**config.mk**
```make
export PLATFORM = sky130hd
export DESIGN_NAME = cluster_reset_clock_sequencer
export DESIGN_NICKNAME = d
export VERILOG_FILES = /design/src/design/crcs_pkg.sv /design/src/design/cluster_reset_clock_sequencer.sv /design/src/design/redundancy_delay_line.sv
export VERILOG_INCLUDE_DIRS = /design/src /design/src/design
export SDC_FILE = /design/constraint.sdc
export NUM_CORES = 1
export LEC_CHECK = 0
export BUFFER_PORTS_ARGS = -buffer_cell sky130_fd_sc_hd__buf_2
export CELL_PAD_IN_SITES_DETAIL_PLACEMENT = 0
export CELL_PAD_IN_SITES_GLOBAL_PLACEMENT = 1
export CORE_UTILIZATION = 28
export DETAILED_ROUTE_END_ITERATION = 8
export PLACE_DENSITY_LB_ADDON = 0.15
export SKIP_CTS_REPAIR_TIMING = 1
export SLEW_MARGIN = 15
export SYNTH_ARGS = -nofsm -noshare
export SYNTH_HDL_FRONTEND = slang
export SYNTH_SLANG_ARGS = --single-unit
```
**constraint.sdc**
```tcl
create_clock -name clk_i -period 5 [get_ports clk_i]
set_clock_uncertainty 0.2 [all_clocks]
set_input_delay 0.25 -clock clk_i [delete_from_list [all_inputs] [get_ports clk_i]]
set_output_delay 0.25 -clock clk_i [all_outputs]
set_load 0.005 [all_outputs]
```
**src/design/crcs_regs.svh**
```systemverilog
`ifndef CRCS_REGS_SVH
`define CRCS_REGS_SVH

// register byte offsets
`define CRCS_ADR_CTRL       8'h00
`define CRCS_ADR_STATUS     8'h04
`define CRCS_ADR_RATIO      8'h08
`define CRCS_ADR_HOLD       8'h0C
`define CRCS_ADR_SETTLE     8'h10

// control fields
`define CRCS_CTRL_START     0
`define CRCS_CTRL_KIND_LO   1
`define CRCS_CTRL_TOP       5

// status fields
`define CRCS_ST_BUSY        0
`define CRCS_ST_DONE        1
`define CRCS_ST_REFUSED     2

// reset values and floors, counts in clk cycles
`define CRCS_RATIO_RST      8'h02
`define CRCS_RATIO_MIN      8'h02
`define CRCS_HOLD_RST       8'h0A
`define CRCS_HOLD_MIN       8'h0A
`define CRCS_SETTLE_RST     8'h0A
`define CRCS_SETTLE_MIN     8'h01

`endif

```
**src/design/crcs_pkg.sv**
```systemverilog
`default_nettype none

package crcs_pkg;

	// kinds of reset sequence software can order
	typedef enum logic [2:0] {
		KIND_CLUSTER_POWERUP,
		KIND_CLUSTER_SOFTWARE,
		KIND_CORE_POWERUP,
		KIND_CORE_SOFTWARE,
		KIND_CLUSTER_DEBUG,
		KIND_CORE_DEBUG,
		KIND_WATCHDOG_FLAG
	} reset_kind_type;

	// sequencer phases
	typedef enum {
		S_IDLE,
		S_ASSERT,
		S_STOPS,
		S_GATED,
		S_RELEASED
	} seq_state_type;

	// command as written to the control register, bits 5:1
	typedef struct packed {
		logic           wd_opt;
		logic           cpu;
		reset_kind_type kind;
	} command_type;

	// reset levels for one sequence, active low, two-core wide
	typedef struct packed {
		logic [1:0] core_n;
		logic [1:0] debug_n;
		logic [1:0] wd_n;
		logic       cluster_n;
		logic       trace_n;
	} reset_pattern_type;

endpackage : crcs_pkg

`default_nettype wire

```
**src/design/cluster_reset_clock_sequencer.sv**
```systemverilog
`timescale 1ns/1ps
`default_nettype none
`include "crcs_regs.svh"

module cluster_reset_clock_sequencer #(
	parameter int CPUS      = 2,  // processors in the cluster, 1 or 2
	parameter int LOCKSTEP  = 1,  // lock-step build with clock-stop handshake
	parameter int RED_DELAY = 2   // main-to-redundant core delay in clk cycles, at least 1
) (
	// clock and reset
	input  wire logic              clk_i,
	input  wire logic              rst_i,
	// classic wishbone slave
	input  wire logic              wb_cyc_i,
	input  wire logic              wb_stb_i,
	input  wire logic              wb_we_i,
	input  wire logic [7:0]        wb_adr_i,
	input  wire logic [3:0]        wb_sel_i,
	input  wire logic [31:0]       wb_dat_i,
	output var  logic [31:0]       wb_dat_o,
	output var  logic              wb_ack_o,
	// clocks toward the cluster
	output var  logic              main_clock_run_o,
	output var  logic              peripheral_clock_o,
	output var  logic              peripheral_clock_enable_o,
	output wire logic              redundant_peripheral_clock_o,
	output wire logic              redundant_peripheral_clock_enable_o,
	// clock stops
	output var  logic [CPUS-1:0]   core_clock_stop_o,
	output var  logic              coherency_unit_clock_stop_o,
	output var  logic              peripheral_clock_stop_o,
	output var  logic              redundant_peripheral_clock_stop_o,
	// resets, active low
	output var  logic [CPUS-1:0]   core_reset_n_o,
	output var  logic [CPUS-1:0]   debug_logic_reset_n_o,
	output var  logic [CPUS-1:0]   watchdog_flag_reset_n_o,
	output var  logic              coherency_unit_reset_n_o,
	output var  logic              peripheral_reset_n_o,
	output var  logic              cross_trigger_reset_n_o,
	output var  logic              trace0_reset_n_o,
	output var  logic              trace1_reset_n_o
);

	logic [7:0]                      ratio_r;
	logic [7:0]                      hold_r;
	logic [7:0]                      settle_r;
	logic [7:0]                      ratio_act_r;
	logic [7:0]                      pcnt_r;
	logic [7:0]                      pcnt_nxt;
	logic [7:0]                      half;
	logic [7:0]                      cnt_r;
	logic [7:0]                      cnt_nxt;
	logic [7:0]                      hold_eff;
	logic [7:0]                      settle_eff;
	logic                            done_r;
	logic                            refused_r;
	logic                            req;
	logic                            wr_fire;
	logic                            start_wr;
	logic                            cmd_ok;
	logic                            go;
	logic                            finish;
	logic                            busy;
	logic                            full_seq;
	logic                            cluster_kind;
	logic                            assert_nxt;
	logic                            gate_nxt;
	logic                            stop_nxt;
	crcs_pkg::command_type           cmd_r;
	crcs_pkg::command_type           cmd_wr;
	crcs_pkg::seq_state_type         state_r;
	crcs_pkg::seq_state_type         state_nxt;
	crcs_pkg::reset_pattern_type     pat;
	logic [RED_DELAY:0][2:0]         taps;
	logic [1:0]                      stop_sel;

	// one-hot select of the addressed core
	function automatic logic [1:0] core_sel(input logic cpu);
		core_sel = cpu ? 2'b10 : 2'b01;
	endfunction : core_sel

	// raise a programmed value to its floor
	function automatic logic [7:0] at_least(input logic [7:0] val, input logic [7:0] floor);
		at_least = (val < floor) ? floor : val;
	endfunction : at_least

	// cluster power-up and software kinds gate the main clock, core power-up and software kinds the core clock
	function automatic logic is_cluster(input crcs_pkg::reset_kind_type kind);
		is_cluster = (kind == crcs_pkg::KIND_CLUSTER_POWERUP) || (kind == crcs_pkg::KIND_CLUSTER_SOFTWARE);
	endfunction : is_cluster

	// reset levels per kind of sequence
	function automatic crcs_pkg::reset_pattern_type pattern(input crcs_pkg::command_type cmd);
		logic [1:0] nsel;
		nsel = ~core_sel(cmd.cpu);
		pattern = '1;
		case (cmd.kind)
			crcs_pkg::KIND_CLUSTER_POWERUP: begin
				pattern = '0;
			end
			crcs_pkg::KIND_CLUSTER_SOFTWARE: begin
				pattern.core_n    = 2'b00;
				pattern.wd_n      = 2'b00;
				pattern.cluster_n = 1'b0;
			end
			crcs_pkg::KIND_CORE_POWERUP: begin
				pattern.core_n  = nsel;
				pattern.debug_n = nsel;
				pattern.wd_n    = cmd.wd_opt ? nsel : 2'b11;
			end
			crcs_pkg::KIND_CORE_SOFTWARE: begin
				pattern.core_n = nsel;
				pattern.wd_n   = cmd.wd_opt ? nsel : 2'b11;
			end
			crcs_pkg::KIND_CLUSTER_DEBUG: begin
				pattern.debug_n = 2'b00;
			end
			crcs_pkg::KIND_CORE_DEBUG: begin
				pattern.debug_n = nsel;
			end
			crcs_pkg::KIND_WATCHDOG_FLAG: begin
				pattern.wd_n = nsel;
			end
			default: begin
				pattern = '1;
			end
		endcase
	endfunction : pattern

	// bus decode; writes land on the edge where the master sees ack
	assign req      = wb_cyc_i & wb_stb_i;
	assign wr_fire  = req & wb_we_i & wb_ack_o & wb_sel_i[0];
	assign start_wr = wr_fire && (wb_adr_i == `CRCS_ADR_CTRL) && wb_dat_i[`CRCS_CTRL_START];
	assign cmd_wr   = crcs_pkg::command_type'(wb_dat_i[`CRCS_CTRL_TOP:`CRCS_CTRL_KIND_LO]);
	assign cmd_ok   = (int'(cmd_wr.kind) <= int'(crcs_pkg::KIND_WATCHDOG_FLAG)) && ((CPUS == 2) || !cmd_wr.cpu);
	assign go       = start_wr && (state_r == crcs_pkg::S_IDLE) && cmd_ok;
	assign busy     = (state_r != crcs_pkg::S_IDLE);

	// ack one cycle after the request is seen, dropped in the next
	always_ff @(posedge clk_i) begin
		if (rst_i) begin
			wb_ack_o <= 1'b0;
		end else begin
			wb_ack_o <= req & ~wb_ack_o;
		end
	end

	// read data registered together with ack; unmapped reads give zero
	always_ff @(posedge clk_i) begin
		if (rst_i) begin
			wb_dat_o <= '0;
		end else if (req & ~wb_ack_o) begin
			case (wb_adr_i)
				`CRCS_ADR_CTRL:   wb_dat_o <= 32'({cmd_r, 1'b0});
				`CRCS_ADR_STATUS: wb_dat_o <= 32'({refused_r, done_r, busy});
				`CRCS_ADR_RATIO:  wb_dat_o <= 32'(ratio_r);
				`CRCS_ADR_HOLD:   wb_dat_o <= 32'(hold_r);
				`CRCS_ADR_SETTLE: wb_dat_o <= 32'(settle_r);
				default:          wb_dat_o <= '0;
			endcase
		end
	end

	// timing configuration; unmapped writes are dropped
	always_ff @(posedge clk_i) begin
		if (rst_i) begin
			ratio_r  <= `CRCS_RATIO_RST;
			hold_r   <= `CRCS_HOLD_RST;
			settle_r <= `CRCS_SETTLE_RST;
		end else if (wr_fire) begin
			case (wb_adr_i)
				`CRCS_ADR_RATIO:  ratio_r  <= wb_dat_i[7:0];
				`CRCS_ADR_HOLD:   hold_r   <= wb_dat_i[7:0];
				`CRCS_ADR_SETTLE: settle_r <= wb_dat_i[7:0];
				default: ;
			endcase
		end
	end

	// sticky flags, write one to clear; a new event beats the clear
	always_ff @(posedge clk_i) begin
		if (rst_i) begin
			done_r    <= 1'b0;
			refused_r <= 1'b0;
		end else begin
			done_r    <= finish | (done_r & ~(wr_fire && (wb_adr_i == `CRCS_ADR_STATUS) && wb_dat_i[`CRCS_ST_DONE]));
			refused_r <= (start_wr & ~go) |
				(refused_r & ~(wr_fire && (wb_adr_i == `CRCS_ADR_STATUS) && wb_dat_i[`CRCS_ST_REFUSED]));
		end
	end

	// latched command; power-on runs a cold cluster reset by itself
	always_ff @(posedge clk_i) begin
		if (rst_i) begin
			cmd_r <= '{wd_opt: 1'b0, cpu: 1'b0, kind: crcs_pkg::KIND_CLUSTER_POWERUP};
		end else if (go) begin
			cmd_r <= cmd_wr;
		end
	end

	// floors guard against software shortening below what the cluster needs
	assign hold_eff     = at_least(hold_r, `CRCS_HOLD_MIN);
	assign settle_eff   = at_least(settle_r, `CRCS_SETTLE_MIN);
	assign full_seq     = int'(cmd_r.kind) <= int'(crcs_pkg::KIND_CORE_SOFTWARE);
	assign cluster_kind = is_cluster(cmd_r.kind);
	assign finish       = (cnt_r == 8'h00) &&
		((state_r == crcs_pkg::S_RELEASED) || ((state_r == crcs_pkg::S_ASSERT) && !full_seq));

	// sequencer: assert, hold, stop clock, settle, release, settle, restart
	always_comb begin
		state_nxt = state_r;
		cnt_nxt   = cnt_r;
		case (state_r)
			crcs_pkg::S_IDLE: begin
				if (go) begin
					state_nxt = crcs_pkg::S_ASSERT;
					cnt_nxt   = hold_eff - 8'h01;
				end
			end
			crcs_pkg::S_ASSERT: begin
				if (cnt_r != 8'h00) begin
					cnt_nxt = cnt_r - 8'h01;
				end else if (!full_seq) begin
					state_nxt = crcs_pkg::S_IDLE;
				end else if ((LOCKSTEP != 0) && cluster_kind) begin
					state_nxt = crcs_pkg::S_STOPS;
				end else begin
					state_nxt = crcs_pkg::S_GATED;
					cnt_nxt   = settle_eff - 8'h01;
				end
			end
			crcs_pkg::S_STOPS: begin
				state_nxt = crcs_pkg::S_GATED;
				cnt_nxt   = settle_eff - 8'h01;
			end
			crcs_pkg::S_GATED: begin
				if (cnt_r != 8'h00) begin
					cnt_nxt = cnt_r - 8'h01;
				end else begin
					state_nxt = crcs_pkg::S_RELEASED;
					cnt_nxt   = settle_eff - 8'h01;
				end
			end
			crcs_pkg::S_RELEASED: begin
				if (cnt_r != 8'h00) begin
					cnt_nxt = cnt_r - 8'h01;
				end else begin
					state_nxt = crcs_pkg::S_IDLE;
				end
			end
			default: begin
				state_nxt = crcs_pkg::S_IDLE;
			end
		endcase
	end

	// state and counter
	always_ff @(posedge clk_i) begin
		if (rst_i) begin
			state_r <= crcs_pkg::S_ASSERT;
			cnt_r   <= `CRCS_HOLD_RST - 8'h01;
		end else begin
			state_r <= state_nxt;
			cnt_r   <= cnt_nxt;
		end
	end

	// phase decode of the next state, so the pins change on the transition edge
	assign pat        = pattern(go ? cmd_wr : cmd_r);
	assign assert_nxt = state_nxt inside {crcs_pkg::S_ASSERT, crcs_pkg::S_STOPS, crcs_pkg::S_GATED};
	assign gate_nxt   = state_nxt inside {crcs_pkg::S_GATED, crcs_pkg::S_RELEASED};
	assign stop_nxt   = (LOCKSTEP != 0) && cluster_kind &&
		(state_nxt inside {crcs_pkg::S_STOPS, crcs_pkg::S_GATED, crcs_pkg::S_RELEASED});

	// reset pins; all asserted under rst_i, released only on a clk edge
	always_ff @(posedge clk_i) begin
		if (rst_i) begin
			core_reset_n_o           <= '0;
			debug_logic_reset_n_o    <= '0;
			watchdog_flag_reset_n_o  <= '0;
			coherency_unit_reset_n_o <= 1'b0;
			peripheral_reset_n_o     <= 1'b0;
			cross_trigger_reset_n_o  <= 1'b0;
			trace0_reset_n_o         <= 1'b0;
			trace1_reset_n_o         <= 1'b0;
		end else if (assert_nxt) begin
			core_reset_n_o           <= pat.core_n[CPUS-1:0];
			debug_logic_reset_n_o    <= pat.debug_n[CPUS-1:0];
			watchdog_flag_reset_n_o  <= pat.wd_n[CPUS-1:0];
			coherency_unit_reset_n_o <= pat.cluster_n;
			peripheral_reset_n_o     <= pat.cluster_n;
			cross_trigger_reset_n_o  <= pat.trace_n;
			trace0_reset_n_o         <= pat.trace_n;
			trace1_reset_n_o         <= pat.trace_n;
		end else begin
			core_reset_n_o           <= '1;
			debug_logic_reset_n_o    <= '1;
			watchdog_flag_reset_n_o  <= '1;
			coherency_unit_reset_n_o <= 1'b1;
			peripheral_reset_n_o     <= 1'b1;
			cross_trigger_reset_n_o  <= 1'b1;
			trace0_reset_n_o         <= 1'b1;
			trace1_reset_n_o         <= 1'b1;
		end
	end

	// one-hot stop mask of the addressed core; a call result cannot be sliced directly
	assign stop_sel = core_sel(cmd_r.cpu);

	// clock gating enables for the external gating cells
	always_ff @(posedge clk_i) begin
		if (rst_i) begin
			main_clock_run_o  <= 1'b1;
			core_clock_stop_o <= '0;
		end else begin
			main_clock_run_o  <= !(gate_nxt && cluster_kind);
			core_clock_stop_o <= (gate_nxt && !cluster_kind) ? stop_sel[CPUS-1:0] : '0;
		end
	end

	// lock-step clock stops; redundant stop rises with the others, falls late
	always_ff @(posedge clk_i) begin
		if (rst_i) begin
			coherency_unit_clock_stop_o       <= 1'b0;
			peripheral_clock_stop_o           <= 1'b0;
			redundant_peripheral_clock_stop_o <= 1'b0;
		end else begin
			coherency_unit_clock_stop_o       <= stop_nxt;
			peripheral_clock_stop_o           <= stop_nxt;
			redundant_peripheral_clock_stop_o <= stop_nxt | taps[RED_DELAY-1][2];
		end
	end

	// peripheral divider; a new ratio is taken only at the wrap to avoid a runt pulse
	assign pcnt_nxt = (pcnt_r >= ratio_act_r - 8'h01) ? 8'h00 : pcnt_r + 8'h01;
	assign half     = {1'b0, ratio_act_r[7:1]} + {7'h00, ratio_act_r[0]};

	always_ff @(posedge clk_i) begin
		if (rst_i) begin
			pcnt_r                    <= 8'h00;
			ratio_act_r               <= `CRCS_RATIO_RST;
			peripheral_clock_o        <= 1'b0;
			peripheral_clock_enable_o <= 1'b0;
		end else begin
			pcnt_r                    <= pcnt_nxt;
			ratio_act_r               <= (pcnt_nxt == 8'h00) ? at_least(ratio_r, `CRCS_RATIO_MIN) : ratio_act_r;
			peripheral_clock_o        <= (pcnt_nxt < half);
			peripheral_clock_enable_o <= (pcnt_nxt == ratio_act_r - 8'h01);
		end
	end

	// redundant copies share one delay line, depth equal to the core delay
	redundancy_delay_line #(
		.WIDTH (3),
		.DEPTH (RED_DELAY)
	) u_delay (
		.clk_i  (clk_i),
		.rst_i  (rst_i),
		.in_i   ({peripheral_clock_stop_o, peripheral_clock_enable_o, peripheral_clock_o}),
		.taps_o (taps)
	);

	// delayed copies of the primary peripheral clock and enable
	assign redundant_peripheral_clock_o        = taps[RED_DELAY][0];
	assign redundant_peripheral_clock_enable_o = taps[RED_DELAY][1];

	// cycles that core 0 reset has been low, for the hold check
	logic [7:0] low_cnt_r;
	always_ff @(posedge clk_i) begin
		if (rst_i) begin
			low_cnt_r <= 8'h00;
		end else if (!core_reset_n_o[0]) begin
			low_cnt_r <= (low_cnt_r == 8'hFF) ? low_cnt_r : low_cnt_r + 8'h01;
		end else begin
			low_cnt_r <= 8'h00;
		end
	end
endmodule : cluster_reset_clock_sequencer

`default_nettype wire

```
**src/design/redundancy_delay_line.sv**
```systemverilog
`timescale 1ns/1ps
`default_nettype none

module redundancy_delay_line #(
	parameter int WIDTH = 3,
	parameter int DEPTH = 2
) (
	// clock and reset
	input  wire logic                        clk_i,
	input  wire logic                        rst_i,
	// data
	input  wire logic [WIDTH-1:0]            in_i,
	output wire logic [DEPTH:0][WIDTH-1:0]   taps_o
);

	logic [WIDTH-1:0] stage_r [DEPTH:1];

	// tap 0 is the undelayed input
	assign taps_o[0] = in_i;

	// one register per cycle of delay
	for (genvar g = 1; g <= DEPTH; g++) begin : g_stage
		always_ff @(posedge clk_i) begin
			if (rst_i) begin
				stage_r[g] <= '0;
			end else begin
				stage_r[g] <= taps_o[g-1];
			end
		end
		assign taps_o[g] = stage_r[g];
	end

endmodule : redundancy_delay_line

`default_nettype wire

```
## Word-level counts from Yosys, hierarchy flattened

Memories as Yosys holds them, arrays and structs flattened.
Index checks and enable logic that the tools add are counted.

- Memory bits (writable): 6
- Word-level logic and storage cells: 161
- Input port bits: 49
- Memories kept: 1
- Output and inout bits: 54
- Bits in registers: 135

- Equality and inequality tests: 26
- Order comparisons: 7
- Muxes and demuxes: 38
- Bitwise logic cells: 19
- Reduce and logical (&&, ||, !) cells: 39
- $add $sub $neg: 6

Memory list:

| memory | depth | width | read ports | clocked after memory_dff | write ports | RTL line | RTL |
|---|---|---|---|---|---|---|---|
| u_delay.stage_r | 2 | 3 | 2 | 0 | 2 | redundancy_delay_line.sv:16 | `logic [WIDTH-1:0] stage_r [DEPTH:1];` |

Operators with widths:

| kind | count |
|---|---|
| $eq A32 B2 Y1 const B | 5 |
| $pmux W32 S5 | 1 |
| $mux W32 | 4 |
| $mux W8 | 10 |
| $pmux W8 S5 | 2 |
| $eq A32 B1 Y1 const B | 2 |
| $eq A32 B3 Y1 const B | 2 |
| $logic_not A32 Y1 | 2 |
| $eq A32 B4 Y1 const B | 1 |
| $reduce_bool A32 Y1 | 1 |
| $sub A8 B1 Y8 const B | 4 |
| $logic_not A8 Y1 | 3 |
| $eq A8 B4 Y1 const B | 2 |
| $mux W2 | 7 |
| $logic_and A1 B1 Y1 | 12 |
| $reduce_or A2 Y1 | 5 |
| $eq A3 B3 Y1 const B | 3 |
| $add A7 B1 Y8 | 1 |
| $add A8 B1 Y8 const B | 1 |
| $and A1 B1 Y1 | 8 |
| $eq A8 B3 Y1 const B | 1 |
| $eq A8 B5 Y1 const B | 1 |
| $eq A8 B8 Y1 | 1 |
| $ge A8 B8 Y1 | 1 |
| other kinds (27) | 55 |

## Longest topological paths before layout

Gate-level depths: netlist of run 1.

- Depth after elaboration: 15
- Mapped depth: 17
- Gate-level depth less buffers: 14

## Modules after synthesis

A second synthesis of run 1 with hierarchy kept.

- Cells, all modules: 680
- Area, all modules: 5,880.6 sq um

Modules (own cells, without submodules):

| module | cells an instance | sequential area each (sq um) | area each (sq um) | instances |
|---|---|---|---|---|
| cluster_reset_clock_sequencer | 665 | 2,222.1 | 5,700.5 | 1 |
| redundancy_delay_line | 15 | 120.1 | 180.2 | 1 |

## Least setup slack after synthesis of run 1

No wires, ideal clock.

- Path type: register to register
- Start point: register ratio_act_r[2]
- End point: register peripheral_clock_o
- Path buffers: 3
- Library setup time: 0.058 ns
- Cell stages (with the launch flop): 17
- Clock period less this slack: 3.575 ns
- Path slack: 1.425 ns
- Arrival time: 3.317 ns
- Required time: 4.742 ns
- Cell sequence: dfxtp_1 > clkbuf_1 > nor3_1 > nand3_1 > nor3_1 > xnor2_1 > ha_1 > nand2_1 > nor3_1 > a21o_1 > clkbuf_1 > clkbuf_1 > nor2_1 > ha_1 > a21o_1 > a211oi_1 > o211a_1

- Cells in the longest elaborated chain, start to end: 4
- Elaborated cells on any way between the ends: 5
- Those cells by class: add/sub (2); order compare (2); mux (1)

RTL lines:

| element | RTL line | RTL |
|---|---|---|
| from (decl) | cluster_reset_clock_sequencer.sv:47 | `logic [7:0] ratio_act_r;` |
| from (signal assigned) | cluster_reset_clock_sequencer.sv:341 | `` ratio_act_r <= `CRCS_RATIO_RST; `` |
| from (signal assigned) | cluster_reset_clock_sequencer.sv:346 | `` ratio_act_r <= (pcnt_nxt == 8'h00) ? at_least(ratio_r, `CRCS_RATIO_MIN) : ratio_act_r; `` |
| $sub A8 B1 Y8 | cluster_reset_clock_sequencer.sv:335 | `assign pcnt_nxt = (pcnt_r >= ratio_act_r - 8'h01) ? 8'h00 : pcnt_r + 8'h01;` |
| $ge A8 B8 Y1 | cluster_reset_clock_sequencer.sv:335 |  |
| $mux W8 | cluster_reset_clock_sequencer.sv:335 |  |
| net pcnt_nxt[6] | cluster_reset_clock_sequencer.sv:49 | `logic [7:0] pcnt_nxt;` |
| $lt A8 B8 Y1 | cluster_reset_clock_sequencer.sv:347 | `peripheral_clock_o <= (pcnt_nxt < half);` |
| to (signal assigned) | cluster_reset_clock_sequencer.sv:347 |  |
| to (decl) | cluster_reset_clock_sequencer.sv:24 | `output var logic peripheral_clock_o,` |

The timed path passes the listed nets, and every way through them passes these cells.
A chain may end at the register's enable or synchronous reset.

## Worst setup path after layout of run 1

Ends and elaborated chain as after synthesis.

==> results of run 1 <==
## per-stage QoR
step / util, % / instance area, µm² / hold slack [ns]
2_1_floorplan: - / 6010 / 0.188
3_3_place_gp: 30.9 / 6270 / 0.224
3_5_place_dp: 30.9 / 6270 / 0.231
4_1_cts: 33.9 / 6890 / -0.0636
5_1_grt: 34.2 / 6950 / 0.0236
6_report: 34.2 / 6950 / -0.00618
## cell type report
type | count | area, µm²
clock buffer | 17 | 425
clock inverter | 15 | 194
fill | 2112 | 13400
inverter | 18 | 67.6
multi-input combinational | 521 | 3290
sequential | 116 | 2320
tap | 270 | 338
timing repair buffer | 57 | 313
## flip-flops by register name (all words and copies together), names as in the netlist, 2 cells and up
signal and count:
cnt_r 8, settle_r 8, debug_logic_reset_n_o 2, u_delay.stage_r 5, ratio_act_r 8, state_r 32, core_clock_stop_o 2, watchdog_flag_reset_n_o 2
ratio_r 8, core_reset_n_o 2, pcnt_r 8, wb_dat_o 8, cmd_r 5, hold_r 8
## cells by family after synthesis
group,count (synthesis),share of synthesized area (%)
muxes,36,6.90
AOI/OAI and AO/OA,123,14.0
DFF,116,39.9
adders and majority gates,22,4.73
buffers and inverters,78,7.03
other,1,0.0645
xor gates and xnor gates,33,4.97
and+or+nand+nor,254,22.3
## final timing paths
| path | slack (ns) | from | endpoint | cells after the start |
|---|---|---|---|---|
| max reg2reg | 1.33 | ratio_act_r[2]$_SDFFE_PP0N_ | peripheral_clock_o$_SDFF_PP0_ | 14 |
| min | -0.006 | wb_dat_i[2] | settle_r[2]$_SDFFE_PP0P_ | 3 |
| max | 1.33 | ratio_act_r[2]$_SDFFE_PP0N_ | peripheral_clock_o$_SDFF_PP0_ | 14 |
| min reg2reg | 0.25 | u_delay.stage_r[1][1]$_SDFF_PP0_ | u_delay.stage_r[2][1]$_SDFF_PP0_ | 1 |
## per-layer routing
| metal | share of wire [%] | vias up | routed length (µm) | GRT usage [%] |
|---|---|---|---|---|
| met5 | 0 | - | 0 | 0 |
| met4 | 1.3 | 0 | 198 | 6.30 |
| met3 | 3.0 | 17 | 458 | 3.22 |
| met2 | 51 | 76 | 7790 | 25.3 |
| met1 | 45 | 2302 | 6890 | 17.3 |
| li1 | - | 2423 | - | - |
## power by group through the flow
stage | Combinational (mW) | Sequential [mW] | Clock, mW
3_5_place_dp | 0.332 | 1.00 | 0
2_1_floorplan | 0.259 | 0.997 | 0
3_3_place_gp | 0.334 | 1.00 | 0
6_report | 0.331 | 0.983 | 1.27
4_1_cts | 0.333 | 0.983 | 1.30
5_1_grt | 0.372 | 0.987 | 1.35
## critical path, stage by stage (launching register included)
cell and delay [ns]:
sky130_fd_sc_hd__dfxtp_1 0.40, sky130_fd_sc_hd__nor3_1 0.27, sky130_fd_sc_hd__nand3_1 0.15, sky130_fd_sc_hd__nor3_1 0.19
sky130_fd_sc_hd__xnor2_1 0.15, sky130_fd_sc_hd__ha_1 0.32, sky130_fd_sc_hd__nand2_1 0.07, sky130_fd_sc_hd__nor3_1 0.17
sky130_fd_sc_hd__a21o_1 0.56, sky130_fd_sc_hd__nor2_1 0.19, sky130_fd_sc_hd__ha_1 0.32, sky130_fd_sc_hd__o21ai_0 0.07
sky130_fd_sc_hd__nand2b_1 0.07, sky130_fd_sc_hd__a31oi_1 0.29, sky130_fd_sc_hd__o211a_1 0.20
## cell usage in the layout (no fill, tap or decap), drive strengths merged, types with 4 or more instances in the layout
cell and instances:
o21ai 26, or4 5, nor2b 16, and3 10, or2 4, a222oi 5, a21o 4, a22oi 4
dfxtp 116, o31ai 5, nor3 28, o211ai 6, ha 22, nand3 15, conb 53, a21oi 35
a31oi 7, xor2 21, xnor2 12, nor2 84, nand4 8, buf 52, clkbuf 17, dlygate4sd3 5
nor4 15, nand2b 5, mux2i 31, nand2 40, or3 4, and2 9, inv 25
==> metrics.sh, run 1 <==
ROUTEDWLPERCELL_UM=15.1
INTERNAL-POWER_mW=1.88
LAYOUT_WORST_PATH_CYCLE_SHARE_PCT=73.5
POWER_DENSITY_mW_PER_MM2=372
WARNINGS_FROM_YOSYS=0
NUM_VIAS=4818
POST-ROUTE-DRC-COUNT=0
FLOORPLAN.DIE.WIDTH_UM=146
SYNTH_FLOP_CELL='sky130_fd_sc_hd__dfxtp_1'
NUMCLOCKSINKS=116
DRT.ANTENNA.VIOLATING_NETS=0
SETUP_REPAIR_AFTER_GLOBAL_ROUTING_MISSED_ITS_MARGIN='no'
DIE_AREA_MM2=0.0214
GRT_FIRST_PASS_WIRELENGTH_UM=24200
PLACEMENT.SETUP.WORST_SLACK_NS=1.28
POST_SYNTH_NUM_CELL_TYPES=70
DRT-PASS1-ITER-COUNT=4
NUMBER_OF_PLACED_I_O_PINS=103
TOTAL_LEAKAGE_POWER_nW=2.93
GP_ROUTABILITY_CONGESTION=0.780
CRITPATHMAXFANOUT=21
NETSWITCHINGPOWER_mW=0.702
MAX_FREQ_GHz=0.272
CTS-BUFFERS-INSERTED=17
GLOBALROUTETOTALUTIL_PCT=14.6
EFFECTIVE_UTILIZATION_AT_FLOORPLAN_PCT=28.7
AREA_GROWTH_SYN_TO_LAYOUT_PCT=19.4
TIMING.CRITICAL_PATH.TO_TYPE='flop'
CLK_PIN_SLEW_WORST_PATHS_NS=0.06
CTSROOTBUFFERMASTER='sky130_fd_sc_hd__clkbuf_16'
MAXIMUM_NUMBER_OF_PINS_ON_ONE_NET_BEFORE_GLOBAL_ROUTE_REPAIR=42
POST-ROUTE-WORST-SETUP-SLACK_NS=1.33
NUMBER_OF_ANTENNA_VIOLATIONS_AT_THE_FIRST_CHECK_IN_GLOBAL_ROUTING=0
GLOBALROUTEOVERFLOWTOTAL=0
IRDROPWORSTVDD_uV=216
VIOLATIONS='hold timing'
CORE.ROWCOUNT=52
SYN-CELL-AREA_MM2=0.00582
DRT_TOTAL_WL_UM=15300
MOST_FREQUENT_CELL_AFTER_SYNTHESIS='sky130_fd_sc_hd__dfxtp_1'
MAX-CAP-VIOLATIONS=0
SETUP_TNS_NS=0
SETUP_VIOL=0
NETS_FINAL=802
LAYOUTNONFILLERINSTCOUNT=1014
DRV_SLEW=0
RUN_STATUS='finished, violations left'
SYN_AREA_PER_CELL_UM2=8.77
TIMING.HOLD.WORST.CLASS='input pin to flop'
MAXSLEWHEADROOM_PCT=34.6
CORE_MM2=0.0203
SEQUENTIALPOWERSHARE_PCT=38.0
SYNTH_TOP_CELL_AREA_SHARE_PCT=39.9
NUMBER_OF_ENABLE_FLIP_FLOP_CELLS_AFTER_SYNTHESIS=0
HOLD_VIOLATIONS=1
PWR-SHARE-COMB_PCT=12.8
ANTENNA_CELLS_INSERTED=0
ASYNC_RESET_FF_SHARE_PCT=0
CLOCK_INSERTION_DELAY_WORST_SKEW_NS=0.42
WORSTSETUPPATHTYPE='flop to flop'
P_CLK_SHARE_PCT=49.1
TIGHTEST_SLEW_NS=0.972
CTS-HTREE-LEVELS=4
YS_SEQ_AREA_SHARE_PCT=39.9
DP_HPWL_UM=11400
MAX-CLOCK-PATH-BUFFERS=2
GRT_PASS1_VIAS=4560
CRIT_REQUIRED_NS=5.17
VIA_PER_INST=4.75
PLACE_INST=977
SYNTH_SEQ_CELLS=116
SYNTHDOMINANTAREACELLTYPE='sky130_fd_sc_hd__dfxtp_1'
SWITCHING_SHARE_PCT=27.2
FIN_HOLD_WS_NS=-0.00618
POST_LAYOUT_MINIMUM_CYCLE_TIME_NS=3.67
SHARE_OF_CELLS_ABOVE_DRIVE_STRENGTH_1_PCT=14.4
CLOCK_TREE_FROM_TRITONCTS='yes'
POWER_mW=2.58
WORST_EP_ARRIVAL_TIME_NS=3.84
DRT_ITER0_DRC=178
SYNTH.CELLS.MOST_FREQUENT='116 x sky130_fd_sc_hd__dfxtp_1, 84 x sky130_fd_sc_hd__nor2_1, 39 x sky130_fd_sc_hd__nand2_1'
CRITPATHLAUNCHTYPE='flop'
PORT_BUFFERS=51
SYNTH.AREA.TOP_CELLS='sky130_fd_sc_hd__dfxtp_1 40%, sky130_fd_sc_hd__nor2_1 5.4%, sky130_fd_sc_hd__mux2i_1 5.2%, sky130_fd_sc_hd__ha_1 4.7%, sky130_fd_sc_hd__buf_4 3.6%'
POST_SYNTHESIS_CELLS=663
DIE_HEIGHT_UM=146
Note: power is estimated with default switching activity, not from simulation.
==> inputs of run 2 (changes only) <==
--- a/config.mk
+++ b/config.mk
@@ -6,6 +6,7 @@
 export SDC_FILE = /design/constraint.sdc
 export NUM_CORES = 1
 export LEC_CHECK = 0
+export ABC_AREA = 1
 export BUFFER_PORTS_ARGS = -buffer_cell sky130_fd_sc_hd__buf_2
 export CELL_PAD_IN_SITES_DETAIL_PLACEMENT = 0
 export CELL_PAD_IN_SITES_GLOBAL_PLACEMENT = 1
==> constraint.sdc (replaced) <==
create_clock -name clk_i -period 3.05 [get_ports clk_i]
set_clock_uncertainty 0.2 [all_clocks]
set_input_delay 0.1525 -clock clk_i [delete_from_list [all_inputs] [get_ports clk_i]]
set_output_delay 0.1525 -clock clk_i [all_outputs]
set_load 0.005 [all_outputs]
==> metrics.sh, run 2 <==
TIMING.HOLD.WORST.CLASS='input pin to flop'  # unchanged
GLOBALROUTETOTALUTIL_PCT=16.4  # was 14.6%
MUXSHAREOFSYNTHAREA_PCT=0  # was 6.90%
MOST_FLOP_HEAVY_REGISTER='state_r'  # unchanged
CTS-BUFFERS-INSERTED=17  # unchanged
CORE.ROWCOUNT=54  # was 52
NUMBER_OF_ANTENNA_VIOLATIONS_AT_THE_FIRST_CHECK_IN_GLOBAL_ROUTING=0  # unchanged
NUMBER_OF_ENABLE_FLIP_FLOP_CELLS_AFTER_SYNTHESIS=0  # unchanged
WORST_EP_ARRIVAL_TIME_NS=3.03  # was 3.84 ns
WORST_R2R_STARTPOINT='ratio_act_r[3]$_SDFFE_PP0N_'  # was ratio_act_r[2]$_SDFFE_PP0N_
HOLDPATHSTAGES=5  # was 3
RUN_STATUS='complete, no violations'  # was finished, violations left
EFFECTIVE_UTILIZATION_AT_FLOORPLAN_PCT=28.5  # was 28.7%
SYNTH_TOP_CELL_AREA_SHARE_PCT=37.3  # was 39.9%
POST_SYNTHESIS_CELLS=884  # was 663
FLOORPLAN.DIE.WIDTH_UM=151  # was 146 µm
CLK_PIN_SLEW_WORST_PATHS_NS=0.06  # about the same
CRITPATHLAUNCHTYPE='flop'  # unchanged
SYNTHDOMINANTAREACELLTYPE='sky130_fd_sc_hd__dfxtp_1'  # unchanged
CRITPATHMAXFANOUT=4  # was 21
R2R_END='peripheral_clock_o$_SDFF_PP0_'  # unchanged
SETUP_TNS_NS=0  # unchanged
ROUTEDWLPERCELL_UM=13.7  # was 15.1 µm
SETUP_REPAIR_AFTER_GLOBAL_ROUTING_MISSED_ITS_MARGIN='yes'  # was no
SYN_AREA_PER_CELL_UM2=7.03  # was 8.77 µm²
DRT_ITER0_DRC=178  # unchanged
NUM_VIAS=5603  # was 4,818
DRT-PASS1-ITER-COUNT=5  # was 4
WARNINGS_FROM_YOSYS=0  # unchanged
REG2REG_SETUP_SLACK_NS=0.17  # was 1.33 ns
SYNTH.AREA.TOP_CELLS='sky130_fd_sc_hd__dfxtp_1 37%, sky130_fd_sc_hd__nand2_1 10%, sky130_fd_sc_hd__nor2_1 8.2%, sky130_fd_sc_hd__inv_1 6.0%, sky130_fd_sc_hd__ha_1 4.4%'  # was sky130_fd_sc_hd__dfxtp_1 40%, sky130_fd_sc_hd__nor2_1 5.4%, sky130_fd_sc_hd__mux2i_1 5.2%, sky130_fd_sc_hd__ha_1 4.7%, sky130_fd_sc_hd__buf_4 3.6%
IRDROPWORSTVDD_uV=354  # was 216 µV
DRT_TOTAL_WL_UM=17800  # was 15,300 µm
AREA_GROWTH_SYN_TO_LAYOUT_PCT=25.9  # was 19.4%
SYNTH-COMPOUND-AREA-SHARE_PCT=11.5  # was 14.0%
SYNTH_SIMPLE_GATE_AREA_SHARE_PCT=32.2  # was 22.3%
DP_HPWL_UM=13600  # was 11,400 µm
FLIP_FLOP_COUNT_OF_THE_LARGEST_REGISTER_AFTER_LAYOUT=32  # unchanged
DIE_HEIGHT_UM=151  # was 146 µm
FINAL_AREA_MM2=0.00783  # was 0.00695 mm²
TIMING.CRITICAL_PATH.TO_TYPE='flop'  # unchanged
MAXSLEWHEADROOM_PCT=62.5  # was 34.6%
POST_SYNTH_NUM_CELL_TYPES=45  # was 70
POWER_mW=5.10  # was 2.58 mW
SYNTH_SEQ_CELLS=116  # unchanged
GP_ROUTABILITY_CONGESTION=0.821  # was 0.780
NETS_FINAL=1077  # was 802
CTS-HTREE-LEVELS=4  # unchanged
PLACE_AREA_MM2=0.00699  # was 0.00627 mm²
FIN_UTIL_PCT=35.9  # was 34.2%
MAX_FREQ_GHz=0.347  # was 0.272 GHz
MULTI_INPUT_COMB_AREA_MM2=0.00356  # was 0.00329 mm²
CLOCK_INSERTION_DELAY_WORST_SKEW_NS=0.42  # about the same
POST_SYNTH_FA_HA_MAJ_AREA_FRACTION_PCT=4.43  # was 4.73%
YS_SEQ_AREA_SHARE_PCT=37.3  # was 39.9%
GLOBALROUTEOVERFLOWTOTAL=0  # unchanged
R2R.WORST_PATH.CELLS=17  # was 14
POST_LAYOUT_MINIMUM_CYCLE_TIME_NS=2.88  # was 3.67 ns
FIN_HOLD_WS_NS=0.0484  # was -0.00618 ns
HOLD_VIOLATIONS=0  # was 1
SYN-CELL-AREA_MM2=0.00622  # was 0.00582 mm²
SYNTH_FLOP_CELL='sky130_fd_sc_hd__dfxtp_1'  # unchanged
CTSROOTBUFFERMASTER='sky130_fd_sc_hd__clkbuf_16'  # unchanged
VIA_PER_INST=4.31  # was 4.75
TIGHTEST_SLEW_NS=0.563  # was 0.972 ns
SHARE_OF_CELLS_ABOVE_DRIVE_STRENGTH_1_PCT=19.6  # was 14.4%
HOLD_START='wb_stb_i'  # was wb_dat_i[2]
WORSTSETUPPATHTYPE='flop to flop'  # unchanged
MOST_FREQUENT_CELL_AFTER_SYNTHESIS='sky130_fd_sc_hd__nand2_1'  # was sky130_fd_sc_hd__dfxtp_1
SETUP_VIOL=0  # unchanged
MAX-CAP-VIOLATIONS=0  # unchanged
GRT_FIRST_PASS_WIRELENGTH_UM=28000  # was 24,200 µm
PORT_BUFFERS=51  # unchanged
NUM-FILL-CELLS=2416  # was 2,112
ANTENNA_CELLS_INSERTED=0  # unchanged
MAXIMUM_NUMBER_OF_PINS_ON_ONE_NET_BEFORE_GLOBAL_ROUTE_REPAIR=47  # was 42
LAYOUT.AREA.SEQ_MM2=0.00233  # was 0.00232 mm²
NUMBER_OF_PLACED_I_O_PINS=103  # unchanged
FINAL_COMMON_CELL='sky130_fd_sc_hd__nand2_1'  # was sky130_fd_sc_hd__dfxtp_1
MAX-CLOCK-PATH-BUFFERS=2  # unchanged
MIN_DELAY_ENDPOINT='wb_dat_o[6]$_SDFFE_PP0P_'  # was settle_r[2]$_SDFFE_PP0P_
POWER_DENSITY_mW_PER_MM2=652  # was 372 mW/mm²
CLOCK_TREE_FROM_TRITONCTS='yes'  # unchanged
LAYOUT_WORST_PATH_CYCLE_SHARE_PCT=94.5  # was 73.5%
GRT_PASS1_VIAS=5399  # was 4,560
LAYOUT.CELLS.MOST_COMMON_LIST='167 x sky130_fd_sc_hd__nand2_1, 131 x sky130_fd_sc_hd__nor2_1, 112 x sky130_fd_sc_hd__dfxtp_1, 96 x sky130_fd_sc_hd__inv_1, 53 x sky130_fd_sc_hd__conb_1'  # was 116 x sky130_fd_sc_hd__dfxtp_1, 84 x sky130_fd_sc_hd__nor2_1, 53 x sky130_fd_sc_hd__conb_1, 51 x sky130_fd_sc_hd__buf_2, 39 x sky130_fd_sc_hd__nand2_1
TOTAL_LEAKAGE_POWER_nW=3.51  # was 2.93 nW
NUMCLOCKSINKS=116  # unchanged
DIE_AREA_MM2=0.0228  # was 0.0214 mm²
CRIT_REQUIRED_NS=3.19  # was 5.17 ns
POST_SYNTH_XOR_AREA_FRACTION_PCT=3.52  # was 4.97%
SYNTH_TOP_FAMILY_BY_AREA='simple AND/OR/NAND/NOR gates'  # unchanged
DRT.ANTENNA.VIOLATING_NETS=0  # unchanged
ASYNC_RESET_FF_SHARE_PCT=0  # unchanged
POST-ROUTE-DRC-COUNT=0  # unchanged
SYNTH.CELLS.MOST_FREQUENT='170 x sky130_fd_sc_hd__nand2_1, 136 x sky130_fd_sc_hd__nor2_1, 116 x sky130_fd_sc_hd__dfxtp_1'  # was 116 x sky130_fd_sc_hd__dfxtp_1, 84 x sky130_fd_sc_hd__nor2_1, 39 x sky130_fd_sc_hd__nand2_1
DRV_SLEW=0  # unchanged
CORE_MM2=0.0218  # was 0.0203 mm²
run 2: cell count changes after synthesis, sizes merged, moves of 13 or more:
cell,before,now
clkbuf,27,9
a21oi,35,53
nor2b,16,0
o21ai,26,53
inv,18,107
nor3,28,12
nor2,84,163
nor4,15,2
nand2,40,183
nand3,15,55
mux2i,31,0
run 2: final cells by class:
class,count,share of cell area [%]
multi-input cells,671,45.5
flip-flops and latches,116,29.8
repair buffers,91,7.40
clock buffers,19,5.66
inverters,109,5.29
well taps,280,4.47
clock inverters,13,1.89
run 2: metal layers:
layer,global-route usage (%),vias up,part of all wire (%)
met4,4.60,0,0.50
li1,-,3023,-
met5,0,-,0
met1,20.8,2512,47
met3,3.70,6,3.0
met2,27.7,62,49
run 2: how the worst max path moves through the flow:
stage	startpoint	end	slack (ns)	cells after the start
finish	ratio_act_r[3]$_SDFFE_PP0N_	peripheral_clock_o$_SDFF_PP0_	0.17	17
global route	ratio_act_r[2]$_SDFFE_PP0N_	peripheral_clock_o$_SDFF_PP0_	-0.04	17
CTS	ratio_act_r[1]$_SDFFE_PP1N_	peripheral_clock_o$_SDFF_PP0_	-0.23	13
detailed placement	ratio_act_r[1]$_SDFFE_PP1N_	peripheral_clock_o$_SDFF_PP0_	-0.20	13
global placement	ratio_act_r[1]$_SDFFE_PP1N_	peripheral_clock_o$_SDFF_PP0_	-0.19	13
floorplan	ratio_act_r[3]$_SDFFE_PP0N_	peripheral_clock_o$_SDFF_PP0_	0.31	14
run 2: worst max-delay path: stages (launching register included):
cell                      delay, ns
sky130_fd_sc_hd__dfxtp_2       0.34
sky130_fd_sc_hd__nor2_2        0.11
sky130_fd_sc_hd__nand3_2       0.14
sky130_fd_sc_hd__nor3_4        0.21
sky130_fd_sc_hd__xnor2_2       0.11
sky130_fd_sc_hd__ha_1          0.33
sky130_fd_sc_hd__nand2_2       0.09
sky130_fd_sc_hd__o21a_4        0.23
sky130_fd_sc_hd__buf_6         0.12
sky130_fd_sc_hd__and2_1        0.15
sky130_fd_sc_hd__nand3_2       0.08
sky130_fd_sc_hd__inv_1         0.05
sky130_fd_sc_hd__ha_1          0.28
sky130_fd_sc_hd__nand2_1       0.06
sky130_fd_sc_hd__inv_1         0.04
sky130_fd_sc_hd__nand2_1       0.06
sky130_fd_sc_hd__nand2_2       0.06
sky130_fd_sc_hd__a21oi_2       0.15
run 2: cells by family after synthesis:
family                     after synthesis
DFF                                    116
adders and majority gates               22
xor gates and xnor gates                25
other                                    1
buffers and inverters                  150
and+or+nand+nor                        440
AOI/OAI and AO/OA                      130
run 2: per-stage QoR:
stage	instances	setup WS, ns
2_1_floorplan	936	0.306
3_3_place_gp	1257	-0.187
3_5_place_dp	1257	-0.202
4_1_cts	1289	-0.227
5_1_grt	1299	-0.0401
6_report	1299	0.167
run 2: where the power goes:
| part | switching, mW | internal [mW] | leakage [nW] | total (mW) |
|---|---|---|---|---|
| Sequential | 0.0743 | 1.62 | 0.954 | 1.69 |
| Clock | 0.770 | 1.24 | 0.289 | 2.01 |
| Combinational | 0.819 | 0.585 | 2.27 | 1.40 |
